--- config.mk ---
export PLATFORM = sky130hd
export DESIGN_NAME = csr_bank
export DESIGN_NICKNAME = d
export VERILOG_FILES = /design/src/common/csr_pkg.sv /design/src/csr_bank.sv
export SDC_FILE = /design/constraint.sdc
export NUM_CORES = 1
export LEC_CHECK = 0
export BUFFER_PORTS_ARGS = -buffer_cell sky130_fd_sc_hd__buf_4
export CORE_AREA = 2 2 109 111
export CTS_CLUSTER_SIZE = 24
export DETAILED_ROUTE_END_ITERATION = 6
export DIE_AREA = 0 0 111 113
export PLACE_DENSITY = 0.67
export SLEW_MARGIN = 0
export SYNTH_ARGS = -nofsm -noshare
export SYNTH_HDL_FRONTEND = slang
export SYNTH_SLANG_ARGS = --single-unit
--- constraint.sdc ---
create_clock -name clk_sys -period 5.95 [get_ports clk_sys]
set_clock_uncertainty 0.1 [all_clocks]
set_input_delay 1.19 -clock clk_sys [delete_from_list [all_inputs] [get_ports clk_sys]]
set_output_delay 1.19 -clock clk_sys [all_outputs]
set_load 0.01 [all_outputs]
--- src/common/csr_pkg.sv ---
// Purpose : constants for the core status and port control register bank
// Assumes : 8-bit register file access, one access per instruction clock
// Notes   : offsets are register file addresses within the R-page window
`default_nettype none

package csr_pkg;

  // ****************************************
  // register offsets
  // ****************************************
  localparam logic [3:0] CSR_OFS_STATUS  = 4'h3;
  localparam logic [3:0] CSR_OFS_INDSEL  = 4'h4;
  localparam logic [3:0] CSR_OFS_PORT_A_DATA   = 4'h5;
  localparam logic [3:0] CSR_OFS_PORT_B_DATA   = 4'h6;
  localparam logic [3:0] CSR_OFS_PWRCTL  = 4'h8;
  localparam logic [3:0] CSR_OFS_WAKEEN  = 4'h9;
  localparam logic [3:0] CSR_OFS_PROGRAM_COUNTER_HIGH_BUFFER  = 4'hA;
  localparam logic [3:0] CSR_OFS_PULLLO  = 4'hB;
  localparam logic [3:0] CSR_OFS_PULLHI  = 4'hC;
  localparam logic [3:0] CSR_OFS_IRQEN   = 4'hE;
  localparam logic [3:0] CSR_OFS_IRQFLG  = 4'hF;

  // ****************************************
  // field positions
  // ****************************************
  localparam int CSR_ST_CARRY  = 0;
  localparam int CSR_ST_NIBBLE = 1;
  localparam int CSR_ST_ZERO   = 2;
  localparam int CSR_ST_SLEEPN = 3;
  localparam int CSR_ST_WDTN   = 4;
  localparam int CSR_PC_LOW_VOLTAGE_RESET_ENABLE  = 3;
  localparam int CSR_PC_EIS    = 6;
  localparam int CSR_PC_WATCHDOG_ENABLE_BIT  = 7;
  localparam int CSR_PH_XSTOP  = 6;
  localparam int CSR_PH_GP5    = 2;
  localparam int CSR_IRQ_T0    = 0;
  localparam int CSR_IRQ_PB    = 1;
  localparam int CSR_IRQ_EXT   = 2;
  localparam int CSR_IRQ_T1    = 3;
  localparam int CSR_IRQ_WDT   = 6;

  // ****************************************
  // reset values and masks
  // ****************************************
  localparam logic [7:0] CSR_RST_STATUS = 8'h18;
  localparam logic [7:0] CSR_RST_INDSEL = 8'h00;
  localparam logic [7:0] CSR_RST_PWRCTL = 8'h88;
  localparam logic [7:0] CSR_RST_WAKEEN = 8'hFF;
  localparam logic [2:0] CSR_RST_PROGRAM_COUNTER_HIGH_BUFFER = 3'h0;
  localparam logic [7:0] CSR_RST_PULLLO = 8'hFF;
  localparam logic [7:0] CSR_RST_PULLHI = 8'hFF;
  localparam logic [7:0] CSR_RST_IRQEN  = 8'h00;
  localparam logic [7:0] CSR_IRQ_MASK   = 8'h4F;
  localparam logic [3:0] CSR_RST_PORT_A_DATA  = 4'h0;
  localparam logic [7:0] CSR_RST_PORT_B_DATA  = 8'h00;

endpackage : csr_pkg

`default_nettype wire

--- src/csr_bank.sv ---
// Purpose : core status, indirect select, port data and control register bank
// Assumes : pins already synchronised inside here; one register access per clock
// Notes   : alu and instruction events are single-cycle pulses from the core
`default_nettype none

module csr_bank
  import csr_pkg::*;
(
  input  wire logic       clk_sys,
  input  wire logic       rst,
  input  wire logic       reg_wr,
  input  wire logic       reg_rd,
  input  wire logic [3:0] reg_addr,
  input  wire logic [7:0] reg_wdata,
  output logic      [7:0] reg_rdata,
  input  wire logic       alu_upd_carry,
  input  wire logic       alu_carry,
  input  wire logic       alu_nibble_carry,
  input  wire logic       alu_upd_zero,
  input  wire logic       alu_zero,
  input  wire logic       instr_sleep,
  input  wire logic       instr_wdt_clear,
  input  wire logic       wdt_timeout,
  input  wire logic       ext_irq_edge_sel,
  input  wire logic       ev_timer0_ovf,
  input  wire logic       ev_port_change,
  input  wire logic       ev_timer1_udf,
  input  wire logic [3:0] pin_port_a,
  input  wire logic [7:0] pin_port_b,
  output logic      [3:0] port_a_latch,
  output logic      [7:0] port_b_latch,
  output logic      [7:0] indirect_addr,
  output logic      [1:0] pc_high_bits,
  output logic            lvr_detect_en,
  output logic            watchdog_run,
  output logic            ext_irq_active,
  output logic      [7:0] wake_pin_en,
  output logic            wake_request,
  output logic            crystal_speedup_stop,
  output logic      [7:0] pull_low_en,
  output logic      [7:0] pull_high_en,
  output logic      [7:0] irq_pending
);

  // ****************************************
  // register state
  // ****************************************
  logic [7:0] status_q;
  logic [7:0] indsel_q;
  logic [3:0] port_a_data_spare_q;
  logic [7:0] pwrctl_q;
  logic [7:0] wakeen_q;
  logic [2:0] program_counter_high_buffer_q;
  logic [7:0] pulllo_q;
  logic [7:0] pullhi_q;
  logic [7:0] irqen_q;
  logic [7:0] irqflg_q;
  logic       xstop_q;
  logic [3:0] pa_s1_q;
  logic [3:0] pa_s2_q;
  logic [7:0] pb_s1_q;
  logic [7:0] pb_s2_q;
  logic       pb0_prev_q;

  function automatic logic hit(input logic [3:0] a, input logic [3:0] ofs);
    hit = (a == ofs);
  endfunction : hit

  // ****************************************
  // pin synchronisers
  // ****************************************
  always_ff @(posedge clk_sys or posedge rst)
  begin
    if (rst)
    begin
      pa_s1_q <= 4'h0;
      pa_s2_q <= 4'h0;
      pb_s1_q <= 8'h00;
      pb_s2_q <= 8'h00;
    end
    else
    begin
      pa_s1_q <= pin_port_a;
      pa_s2_q <= pa_s1_q;
      pb_s1_q <= pin_port_b;
      pb_s2_q <= pb_s1_q;
    end
  end

  // ****************************************
  // status register
  // ****************************************
  always_ff @(posedge clk_sys or posedge rst)
  begin
    if (rst)
      status_q <= CSR_RST_STATUS;
    else
    begin
      // a firmware write loses to a same-cycle hardware event
      if (reg_wr && hit(reg_addr, CSR_OFS_STATUS))
        status_q <= reg_wdata;
      if (alu_upd_carry)
      begin
        status_q[CSR_ST_CARRY]  <= alu_carry;
        status_q[CSR_ST_NIBBLE] <= alu_nibble_carry;
      end
      if (alu_upd_zero)
        status_q[CSR_ST_ZERO] <= alu_zero;
      if (instr_wdt_clear)
      begin
        status_q[CSR_ST_SLEEPN] <= 1'b1;
        status_q[CSR_ST_WDTN]   <= 1'b1;
      end
      else if (instr_sleep)
      begin
        status_q[CSR_ST_SLEEPN] <= 1'b0;
        status_q[CSR_ST_WDTN]   <= 1'b1;
      end
      if (wdt_timeout)
        status_q[CSR_ST_WDTN] <= 1'b0;
    end
  end

  // ****************************************
  // indirect select
  // ****************************************
  always_ff @(posedge clk_sys or posedge rst)
  begin
    if (rst)
      indsel_q <= CSR_RST_INDSEL;
    else if (reg_wr && hit(reg_addr, CSR_OFS_INDSEL))
      indsel_q <= reg_wdata;
  end

  // ****************************************
  // port output latches
  // ****************************************
  always_ff @(posedge clk_sys or posedge rst)
  begin
    if (rst)
    begin
      port_a_latch  <= CSR_RST_PORT_A_DATA;
      port_a_data_spare_q <= CSR_RST_PORT_A_DATA;
      port_b_latch  <= CSR_RST_PORT_B_DATA;
    end
    else
    begin
      if (reg_wr && hit(reg_addr, CSR_OFS_PORT_A_DATA))
      begin
        port_a_latch  <= reg_wdata[3:0];
        port_a_data_spare_q <= reg_wdata[7:4];
      end
      if (reg_wr && hit(reg_addr, CSR_OFS_PORT_B_DATA))
        port_b_latch <= reg_wdata;
    end
  end

  // ****************************************
  // power control and wake enables
  // ****************************************
  always_ff @(posedge clk_sys or posedge rst)
  begin
    if (rst)
    begin
      pwrctl_q <= CSR_RST_PWRCTL;
      wakeen_q <= CSR_RST_WAKEEN;
    end
    else
    begin
      if (reg_wr && hit(reg_addr, CSR_OFS_PWRCTL))
        pwrctl_q <= reg_wdata;
      if (reg_wr && hit(reg_addr, CSR_OFS_WAKEEN))
        wakeen_q <= reg_wdata;
    end
  end

  // ****************************************
  // program counter high buffer
  // ****************************************
  always_ff @(posedge clk_sys or posedge rst)
  begin
    if (rst)
      program_counter_high_buffer_q <= CSR_RST_PROGRAM_COUNTER_HIGH_BUFFER;
    else if (reg_wr && hit(reg_addr, CSR_OFS_PROGRAM_COUNTER_HIGH_BUFFER))
      program_counter_high_buffer_q <= reg_wdata[2:0];
  end

  // ****************************************
  // pull resistor controls
  // ****************************************
  always_ff @(posedge clk_sys or posedge rst)
  begin
    if (rst)
    begin
      pulllo_q <= CSR_RST_PULLLO;
      pullhi_q <= CSR_RST_PULLHI;
    end
    else
    begin
      if (reg_wr && hit(reg_addr, CSR_OFS_PULLLO))
        pulllo_q <= reg_wdata;
      if (reg_wr && hit(reg_addr, CSR_OFS_PULLHI))
        pullhi_q <= reg_wdata;
    end
  end

  // ****************************************
  // interrupt enable mask
  // ****************************************
  always_ff @(posedge clk_sys or posedge rst)
  begin
    if (rst)
      irqen_q <= CSR_RST_IRQEN;
    else if (reg_wr && hit(reg_addr, CSR_OFS_IRQEN))
      irqen_q <= reg_wdata & CSR_IRQ_MASK;
  end

  // ****************************************
  // crystal speed-up stop, sticky once written
  // ****************************************
  always_ff @(posedge clk_sys or posedge rst)
  begin
    if (rst)
      xstop_q <= 1'b0;
    else if (reg_wr && hit(reg_addr, CSR_OFS_PROGRAM_COUNTER_HIGH_BUFFER) && reg_wdata[CSR_PH_XSTOP])
      xstop_q <= 1'b1;
  end

  // ****************************************
  // interrupt pending flags
  // ****************************************
  logic       pb0_rise;
  logic       pb0_fall;
  logic       ext_edge;
  logic [7:0] irq_set;

  assign pb0_rise = pb_s2_q[0] && !pb0_prev_q;
  assign pb0_fall = !pb_s2_q[0] && pb0_prev_q;
  assign ext_edge = pwrctl_q[CSR_PC_EIS] &&
                    (ext_irq_edge_sel ? pb0_rise : pb0_fall);

  always_comb
  begin
    irq_set = 8'h00;
    irq_set[CSR_IRQ_T0]  = ev_timer0_ovf;
    irq_set[CSR_IRQ_PB]  = ev_port_change;
    irq_set[CSR_IRQ_EXT] = ext_edge;
    irq_set[CSR_IRQ_T1]  = ev_timer1_udf;
    irq_set[CSR_IRQ_WDT] = wdt_timeout;
  end

  always_ff @(posedge clk_sys or posedge rst)
  begin
    if (rst)
    begin
      irqflg_q   <= 8'h00;
      pb0_prev_q <= 1'b0;
    end
    else
    begin
      pb0_prev_q <= pb_s2_q[0];
      // set wins over a firmware clear in the same cycle
      if (reg_wr && hit(reg_addr, CSR_OFS_IRQFLG))
        irqflg_q <= ((reg_wdata & irqflg_q) | irq_set) & CSR_IRQ_MASK;
      else
        irqflg_q <= (irqflg_q | irq_set) & CSR_IRQ_MASK;
    end
  end

  // ****************************************
  // port B wake-up qualification
  // ****************************************
  // a pin wakes the core only on a change while its enable bit is set
  logic [7:0]      pb_prev_q;
  wire logic [7:0] wake_hit;

  always_ff @(posedge clk_sys or posedge rst)
  begin
    if (rst)
      pb_prev_q <= 8'h00;
    else
      pb_prev_q <= pb_s2_q;
  end

  for (genvar gi = 0; gi < 8; gi++)
  begin : g_wake
    assign wake_hit[gi] = wakeen_q[gi] && (pb_s2_q[gi] != pb_prev_q[gi]);
  end

  // ****************************************
  // control outputs
  // ****************************************
  assign indirect_addr        = indsel_q;
  assign pc_high_bits         = program_counter_high_buffer_q[1:0];
  assign lvr_detect_en        = pwrctl_q[CSR_PC_LOW_VOLTAGE_RESET_ENABLE];
  assign watchdog_run         = pwrctl_q[CSR_PC_WATCHDOG_ENABLE_BIT];
  assign ext_irq_active       = pwrctl_q[CSR_PC_EIS];
  assign wake_pin_en          = wakeen_q;
  assign wake_request         = |wake_hit;
  assign crystal_speedup_stop = xstop_q;
  assign pull_low_en          = ~pulllo_q;
  assign pull_high_en         = ~pullhi_q;
  assign irq_pending          = irqflg_q & irqen_q;

  // ****************************************
  // read mux
  // ****************************************
  always_comb
  begin
    reg_rdata = 8'h00;
    if (reg_rd)
    begin
      case (reg_addr)
        CSR_OFS_STATUS: reg_rdata = status_q;
        CSR_OFS_INDSEL: reg_rdata = indsel_q;
        CSR_OFS_PORT_A_DATA:  reg_rdata = {port_a_data_spare_q, pa_s2_q};
        CSR_OFS_PORT_B_DATA:  reg_rdata = pb_s2_q;
        CSR_OFS_PWRCTL: reg_rdata = pwrctl_q;
        CSR_OFS_WAKEEN: reg_rdata = wakeen_q;
        CSR_OFS_PROGRAM_COUNTER_HIGH_BUFFER: reg_rdata = {5'h00, program_counter_high_buffer_q}; // write-only bit reads zero
        CSR_OFS_PULLLO: reg_rdata = pulllo_q;
        CSR_OFS_PULLHI: reg_rdata = pullhi_q;
        CSR_OFS_IRQEN:  reg_rdata = irqen_q;
        CSR_OFS_IRQFLG: reg_rdata = irqflg_q & irqen_q;
        default:        reg_rdata = 8'h00;
      endcase
    end
  end

endmodule : csr_bank

`default_nettype wire

==> key figures, run 1 <==
Run status
  – Outcome: finished clean

Power and ir drop
  – Max rail drop VDD: 0.000231 V
  – Pwr dens: between 300 and 400 mW/mm²
  – Static leakage: 2.77 nW

Critical path
  – CP Cell Sequence: buf_4, and2b_1, o211ai_1, nand3_2, a31oi_1, buf_4
  – Top cell by count, worst path: buf_4
  – Setup crit start kind: input pin
  – Crit path max fanout: 35
  – Master of the slowest instance on the critical path: buf_4
  – WP data arrival: 2.80 ns
  – Crit. End Element: output pin
  – Max incr delay on CP: 0.34 ns
  – Critical Path RT: 4.66 ns
  – Crit path kind: input pin to output pin

Layout
  – Filler Cell Count: 992
  – # nets final: between 500 and 600
  – Area grow syn2layout: 21.6%
  – Final Cell Area: 0.00613 mm²
  – Final non-filler cell total: 637
  – # diodes: 0
  – Layout cells sized above 1: a little over a third

Die
  – Die footprint: roughly 0.013 mm²
  – Number of I/O pins: 107
  – Initial Utilization: 44.7%
  – Area of the core: between 0.01 and 0.015 mm²
  – Row cnt: 39
  – Die H: 113 µm
  – Die Wd: approximately 110 µm

Clock tree
  – H-Tree Depth: 3
  – Sink Count: 110
  – Clock insertion delay at the later pin of the skew report: 0.35 ns
  – Hold-fix buffers, CTS: 0
  – Post-CTS Resized: 0
  – CTS tree: built
  – Postcts setup bufs: 0
  – Root Driver: clkbuf_16
  – CTS Buf Count: 9
  – CTS max path bufs: 2
  – Reg clk slew, reported paths: 0.07 ns

Routing
  – Drt wl/cell: 20.3 µm
  – DR iter-0 viols: 252
  – Final wirelength: 12900 µm
  – Remaining DRCs: 0
  – Final ANT Viol Nets: 0
  – Drt via density: about 5.4
  – Vias: 3463
  – First-pass iteration count of the detailed router: 4

Global routing
  – Met3 usage: 4.50%
  – Grt met1 use: 29.2%
  – GRT Util Overall: around a fifth
  – Vias in the first global route: 3616
  – Largest net degree at the start of global routing: 62
  – Overflow left after global routing: 0
  – Initial antenna violation count: 0
  – Top Usage Layer GRT: met2
  – First-pass GRT wire length: 20300 µm
  – GRT met2 Usage: between 30% and 40%

Placement
  – I/O Buffers: 103
  – GP Congestion: just under 0.9
  – DP Area: 0.00586 mm²
  – DP HPWL: 9250 µm
  – Dpl cells: 621

Synthesis
  – Top cells by area, synth: dfrtp_1 (41%), dfstp_2 (15%), mux2_1 (13%)
  – Main synth FF type: dfrtp_1
  – Most common cell in the netlist: dfrtp_1
  – Ys Warns: 0
  – Synth cell types: 63
  – Syn_area_per_cell: 12.7 µm²
  – Async SR Flop Fraction: 100%
  – Post-Syn Area: ~0.0050 mm²
  – Top cells by count, synth: dfrtp_1 (82), mux2_1 (60), dfstp_2 (28)
  – Post-synth EDFFs: 0
  – Cell count after synthesis: 398
  – Register area share after synthesis: 55.3%
  – Flops & latches, synth: 110
  – Yosys top cell area share: 40.7%
  – Cell taking the most area after synthesis: dfrtp_1

Timing
  – Slew headroom: between 50% and 60%
  – Final Critical Period: 4.09 ns
  – Worst slew pin tran: 0.739 ns
  – Setup-failing EPs final: 0
  – Final Max Slew Viols: 0
  – Final worst-path cycle share: 68.8%
  – Final hold viol count: 0
  – Fmax: 0.244 GHz
  – Setup TNS: 0 ns
  – RSZ-0062 raised after global routing: no

Job
  – Max_cap viols: 0

Min path
  – Hold/Removal Path Class: flip-flop to flip-flop
-- layout by cell type (no fill, tap or decap), types with 4 or more instances in the layout --
cell       count
buf_4        104
dfrtp_1       82
mux2_1        60
dfstp_2       28
inv_1         22
nand2_1       14
mux2_2        11
mux2i_1       10
o21ai_0        9
clkbuf_16      9
a22oi_1        8
a21oi_1        8
nand3_1        7
xor2_1         7
nand2b_1       6
o21ai_1        6
a31oi_1        6
and2_1         5
nor2_4         4
nor2b_1        4
a32oi_1        4
a21o_1         4
-- state kept, by name, summed over array words and instances (netlist names), 8 cells and up --
register / cells
indirect_addr: 8
pb_prev_q: 8
pb_s1_q: 8
pb_s2_q: 8
port_b_latch: 8
pullhi_q: 8
pulllo_q: 8
pwrctl_q: 8
status_q: 8
wake_pin_en: 8
-- path summary, 6_finish.rpt --
path	slack, ns	to	cells after the start	from
hold / removal	0.25	pb_s2_q[2]	0	pb_s1_q[2]
min in group asynchronous	0.86	port_b_latch[5]	2	rst
hold reg to reg	0.25	pb_s2_q[2]	0	pb_s1_q[2]
setup / recovery	1.86	reg_rdata[4]	6	reg_addr[1]
setup reg to reg	4.67	irqflg_q[2]	5	pb_s2_q[0]
max in group asynchronous	3.77	irqen_q[6]	3	rst
-- metrics by stage --
stage	util [%]	worst slack, ns	hold slack [ns]	total power, W
detailed placement	52.0	1.87	0.237	0.00147
CTS	54.4	1.86	0.253	0.00204
floorplan	-	1.80	0.231	0.00123
global placement	52.0	1.92	0.234	0.00146
global route	54.4	1.70	0.259	0.00212
finish	54.4	1.86	0.249	0.00202
-- cells by family (layout without fill, tap and decap cells) --
| family | after synthesis | in the layout | share of synthesized area [%] |
|---|---|---|---|
| mux | 83 | 83 | 18.7 |
| buf+inv | 50 | 144 | 4.84 |
| other cells | 1 | 3 | 0.0744 |
| compound gates | 64 | 64 | 8.56 |
| flops | 110 | 110 | 55.3 |
| simple gates | 81 | 81 | 10.8 |
| xor+xnor | 7 | 7 | 1.22 |
| fa+ha+maj | 2 | 2 | 0.496 |
-- routing by layer --
metal  part of all wire (%)  wire length (µm)  vias to the layer above
li1                       -                 -                     1595
met4                    2.5               318                        0
met5                      0                 0                        -
met2                     47              6020                      107
met3                    6.0               778                       23
met1                     45              5820                     1738
-- critical path, delay by kind of cell --
kind / cells / cell delay (ns)
AOI/OAI and AO/OA: 2 / 0.53
buffers and inverters: 2 / 0.52
and+or+nand+nor: 2 / 0.55
-- power by group --
group	switching, W	internal, W
Clock	0.000267	0.000299
Combinational	0.000209	0.000242
Sequential	0.0000994	0.000903
Total	0.000575	0.00144
-- final cells by class --
type / instances / area, µm² / area share (%)
multi-input cells: 240 / 2020 / 32.9
clock buffers: 13 / 250 / 4.08
flip-flops and latches: 110 / 2790 / 45.4
well taps: 143 / 179 / 2.92
repair buffers: 104 / 781 / 12.7
clock inverters: 3 / 25.0 / 0.408
inverters: 24 / 92.6 / 1.51
Note: power is estimated with default switching activity, not from simulation.
==> run 2: changes to the inputs <==
--- a/config.mk
+++ b/config.mk
@@ -10,7 +10,7 @@
 export CTS_CLUSTER_SIZE = 24
 export DETAILED_ROUTE_END_ITERATION = 6
 export DIE_AREA = 0 0 111 113
-export PLACE_DENSITY = 0.67
+export PLACE_DENSITY = 0.7
 export SLEW_MARGIN = 0
 export SYNTH_ARGS = -nofsm -noshare
 export SYNTH_HDL_FRONTEND = slang
==> constraint.sdc (replaced) <==
create_clock -name clk_sys -period 3.7 [get_ports clk_sys]
set_clock_uncertainty 0.1 [all_clocks]
set_input_delay 0.74 -clock clk_sys [delete_from_list [all_inputs] [get_ports clk_sys]]
set_output_delay 0.74 -clock clk_sys [all_outputs]
set_load 0.01 [all_outputs]
==> run 2 against run 1 <==
Clock power grew 75%. Utilization rose by 0.41 points. Worst hold slack barely moved. Via count increased by 2.6%. Count of clock-buffer cells in the layout down 2. Sequential power grew 61%. Critical path type unchanged. Largest cell class unchanged.
==> key figures, run 2 (synthesis gave the netlist of run 1 again) <==
Run status
  – Outcome: finished clean

Routing
  – First-pass iteration count of the detailed router: 5
  – Remaining DRCs: 0
  – Drt wl/cell: 20.3 µm
  – Vias: ~3.6k
  – Final ANT Viol Nets: 0
  – Drt via density: 5.58
  – DR iter-0 viols: 206
  – Final wirelength: 12900 µm

Timing
  – Setup ws final: 0.450 ns
  – Final Max Slew Viols: 0
  – Final Critical Period: roughly 3.2 ns
  – Slew headroom: 53.9%
  – Setup-failing EPs final: 0
  – Setup TNS: 0 ns
  – Final hold viol count: 0
  – RSZ-0062 raised after global routing: no
  – Final worst-path cycle share: 87.8%
  – Worst slew pin tran: 0.692 ns
  – Fmax: 0.308 GHz

Critical path
  – Crit. Startpoint: reg_addr[1]
  – WP data arrival: 2.41 ns
  – Crit. End Element: output pin
  – Top cell by count, worst path: buf_4
  – Max incr delay on CP: roughly 0.35 ns
  – Critical Path RT: 2.86 ns
  – Crit path kind: input pin to output pin
  – Crit path max fanout: 35
  – Reg2reg start: pb_s2_q[0]
  – Master of the slowest instance on the critical path: buf_4
  – CP Cell Sequence: buf_4, and2b_1, o211ai_1, nand3_2, a31oi_1, buf_4
  – Setup crit start kind: input pin

Clock tree
  – H-Tree Depth: 3
  – Root Driver: clkbuf_16
  – Clock insertion delay at the later pin of the skew report: 0.35 ns
  – Post-CTS Resized: 0
  – Postcts setup bufs: 0
  – CTS tree: built
  – Sink Count: 110
  – Reg clk slew, reported paths: roughly 0.070 ns
  – CTS max path bufs: 2
  – Hold-fix buffers, CTS: 0
  – CTS Buf Count: 9

Die
  – Initial Utilization: 44.7%
  – Row cnt: 39
  – Number of I/O pins: 107
  – Die footprint: 0.0125 mm²
  – Die H: 113 µm
  – Die Wd: 111 µm
  – Area of the core: between 0.01 and 0.015 mm²

Placement
  – GP Congestion: 0.911
  – I/O Buffers: ~100
  – DP HPWL: slightly above 9000 µm
  – Dpl ws: 0.515 ns

Layout
  – # diodes: 0
  – Commonest non-fill, non-tap cell in the layout: buf_4
  – # nets final: 531
  – Layout cells sized above 1: 36.2%
  – Commonest cells after routing, fill and taps aside: buf_4 (103), dfrtp_1 (82), mux2_1 (60), dfstp_2 (28), inv_1 (22)
  – Area grow syn2layout: 22.6%

Global routing
  – Vias in the first global route: about 3.6k
  – First-pass GRT wire length: 20300 µm
  – GRT Util Overall: 21.1%
  – Largest net degree at the start of global routing: 57
  – Initial antenna violation count: 0
  – Overflow left after global routing: 0

Min path
  – Min-delay src: pa_s1_q[0]
  – Hold/Removal Path Class: flip-flop to flip-flop

Power and ir drop
  – Pwr dens: 540 mW/mm²
  – Max rail drop VDD: 0.000282 V
  – Static leakage: 2.79 nW

Job
  – Max_cap viols: 0
-- run 2: cell count changes in the layout (fill, tap and decap cells not counted), sizes merged --
| cell | before | now |
|---|---|---|
| inv | 26 | 25 |
| clkinv | 0 | 2 |
| bufinv | 0 | 1 |
| clkbuf | 13 | 11 |
-- run 2: metrics by stage --
| step | utilization, % | total power (W) | instance area, µm² | instances | hold WS (ns) |
|---|---|---|---|---|---|
| after detailed placement | 52.1 | 0.00237 | 5870 | 621 | 0.235 |
| after global placement | 52.1 | 0.00235 | 5870 | 621 | 0.236 |
| final | 54.8 | 0.00334 | 6180 | 637 | 0.249 |
| after floorplan | - | 0.00197 | 5050 | 400 | 0.231 |
| after CTS | 54.8 | 0.00336 | 6180 | 637 | 0.250 |
| after global routing | 54.8 | 0.00349 | 6180 | 637 | 0.254 |
-- run 2: worst max-delay path: cells and delay by family --
family	cells	cell delay (ns)
AOI/OAI and AO/OA	2	0.57
buffers and inverters	2	0.54
and+or+nand+nor	2	0.54
-- run 2: area by class of cell --
cell class                 count  area [µm²]
fill                         962        5090
sequential                   110        2790
multi-input combinational    240        2020
timing repair buffer         104         793
clock buffer                  11         253
tap                          143         179
inverter                      24        92.6
clock inverter                 5        56.3
-- run 2: worst paths after layout --
check	slack [ns]	cells after the start	to
max	0.45	6	reg_rdata[6]
min	0.25	0	pa_s2_q[0]
max reg2reg	2.37	5	irqflg_q[2]
min reg2reg	0.25	0	pa_s2_q[0]
max in group asynchronous	2.31	3	pwrctl_q[3]
min in group asynchronous	0.41	2	pb_s2_q[5]
-- run 2: metal layers --
metal  global-route usage, %  vias to the layer above  wire length, µm
met5                       0                        -                0
li1                        -                     1596                -
met2                    31.4                      137             5900
met1                    30.7                     1801             5970
met4                    7.33                        0              272
met3                    4.93                       20              796
-- run 2: power by group --
| part | switching, W | internal, W |
|---|---|---|
| Combinational | 0.000341 | 0.000390 |
| Sequential | 0.000159 | 0.00145 |
| Clock | 0.000431 | 0.000562 |
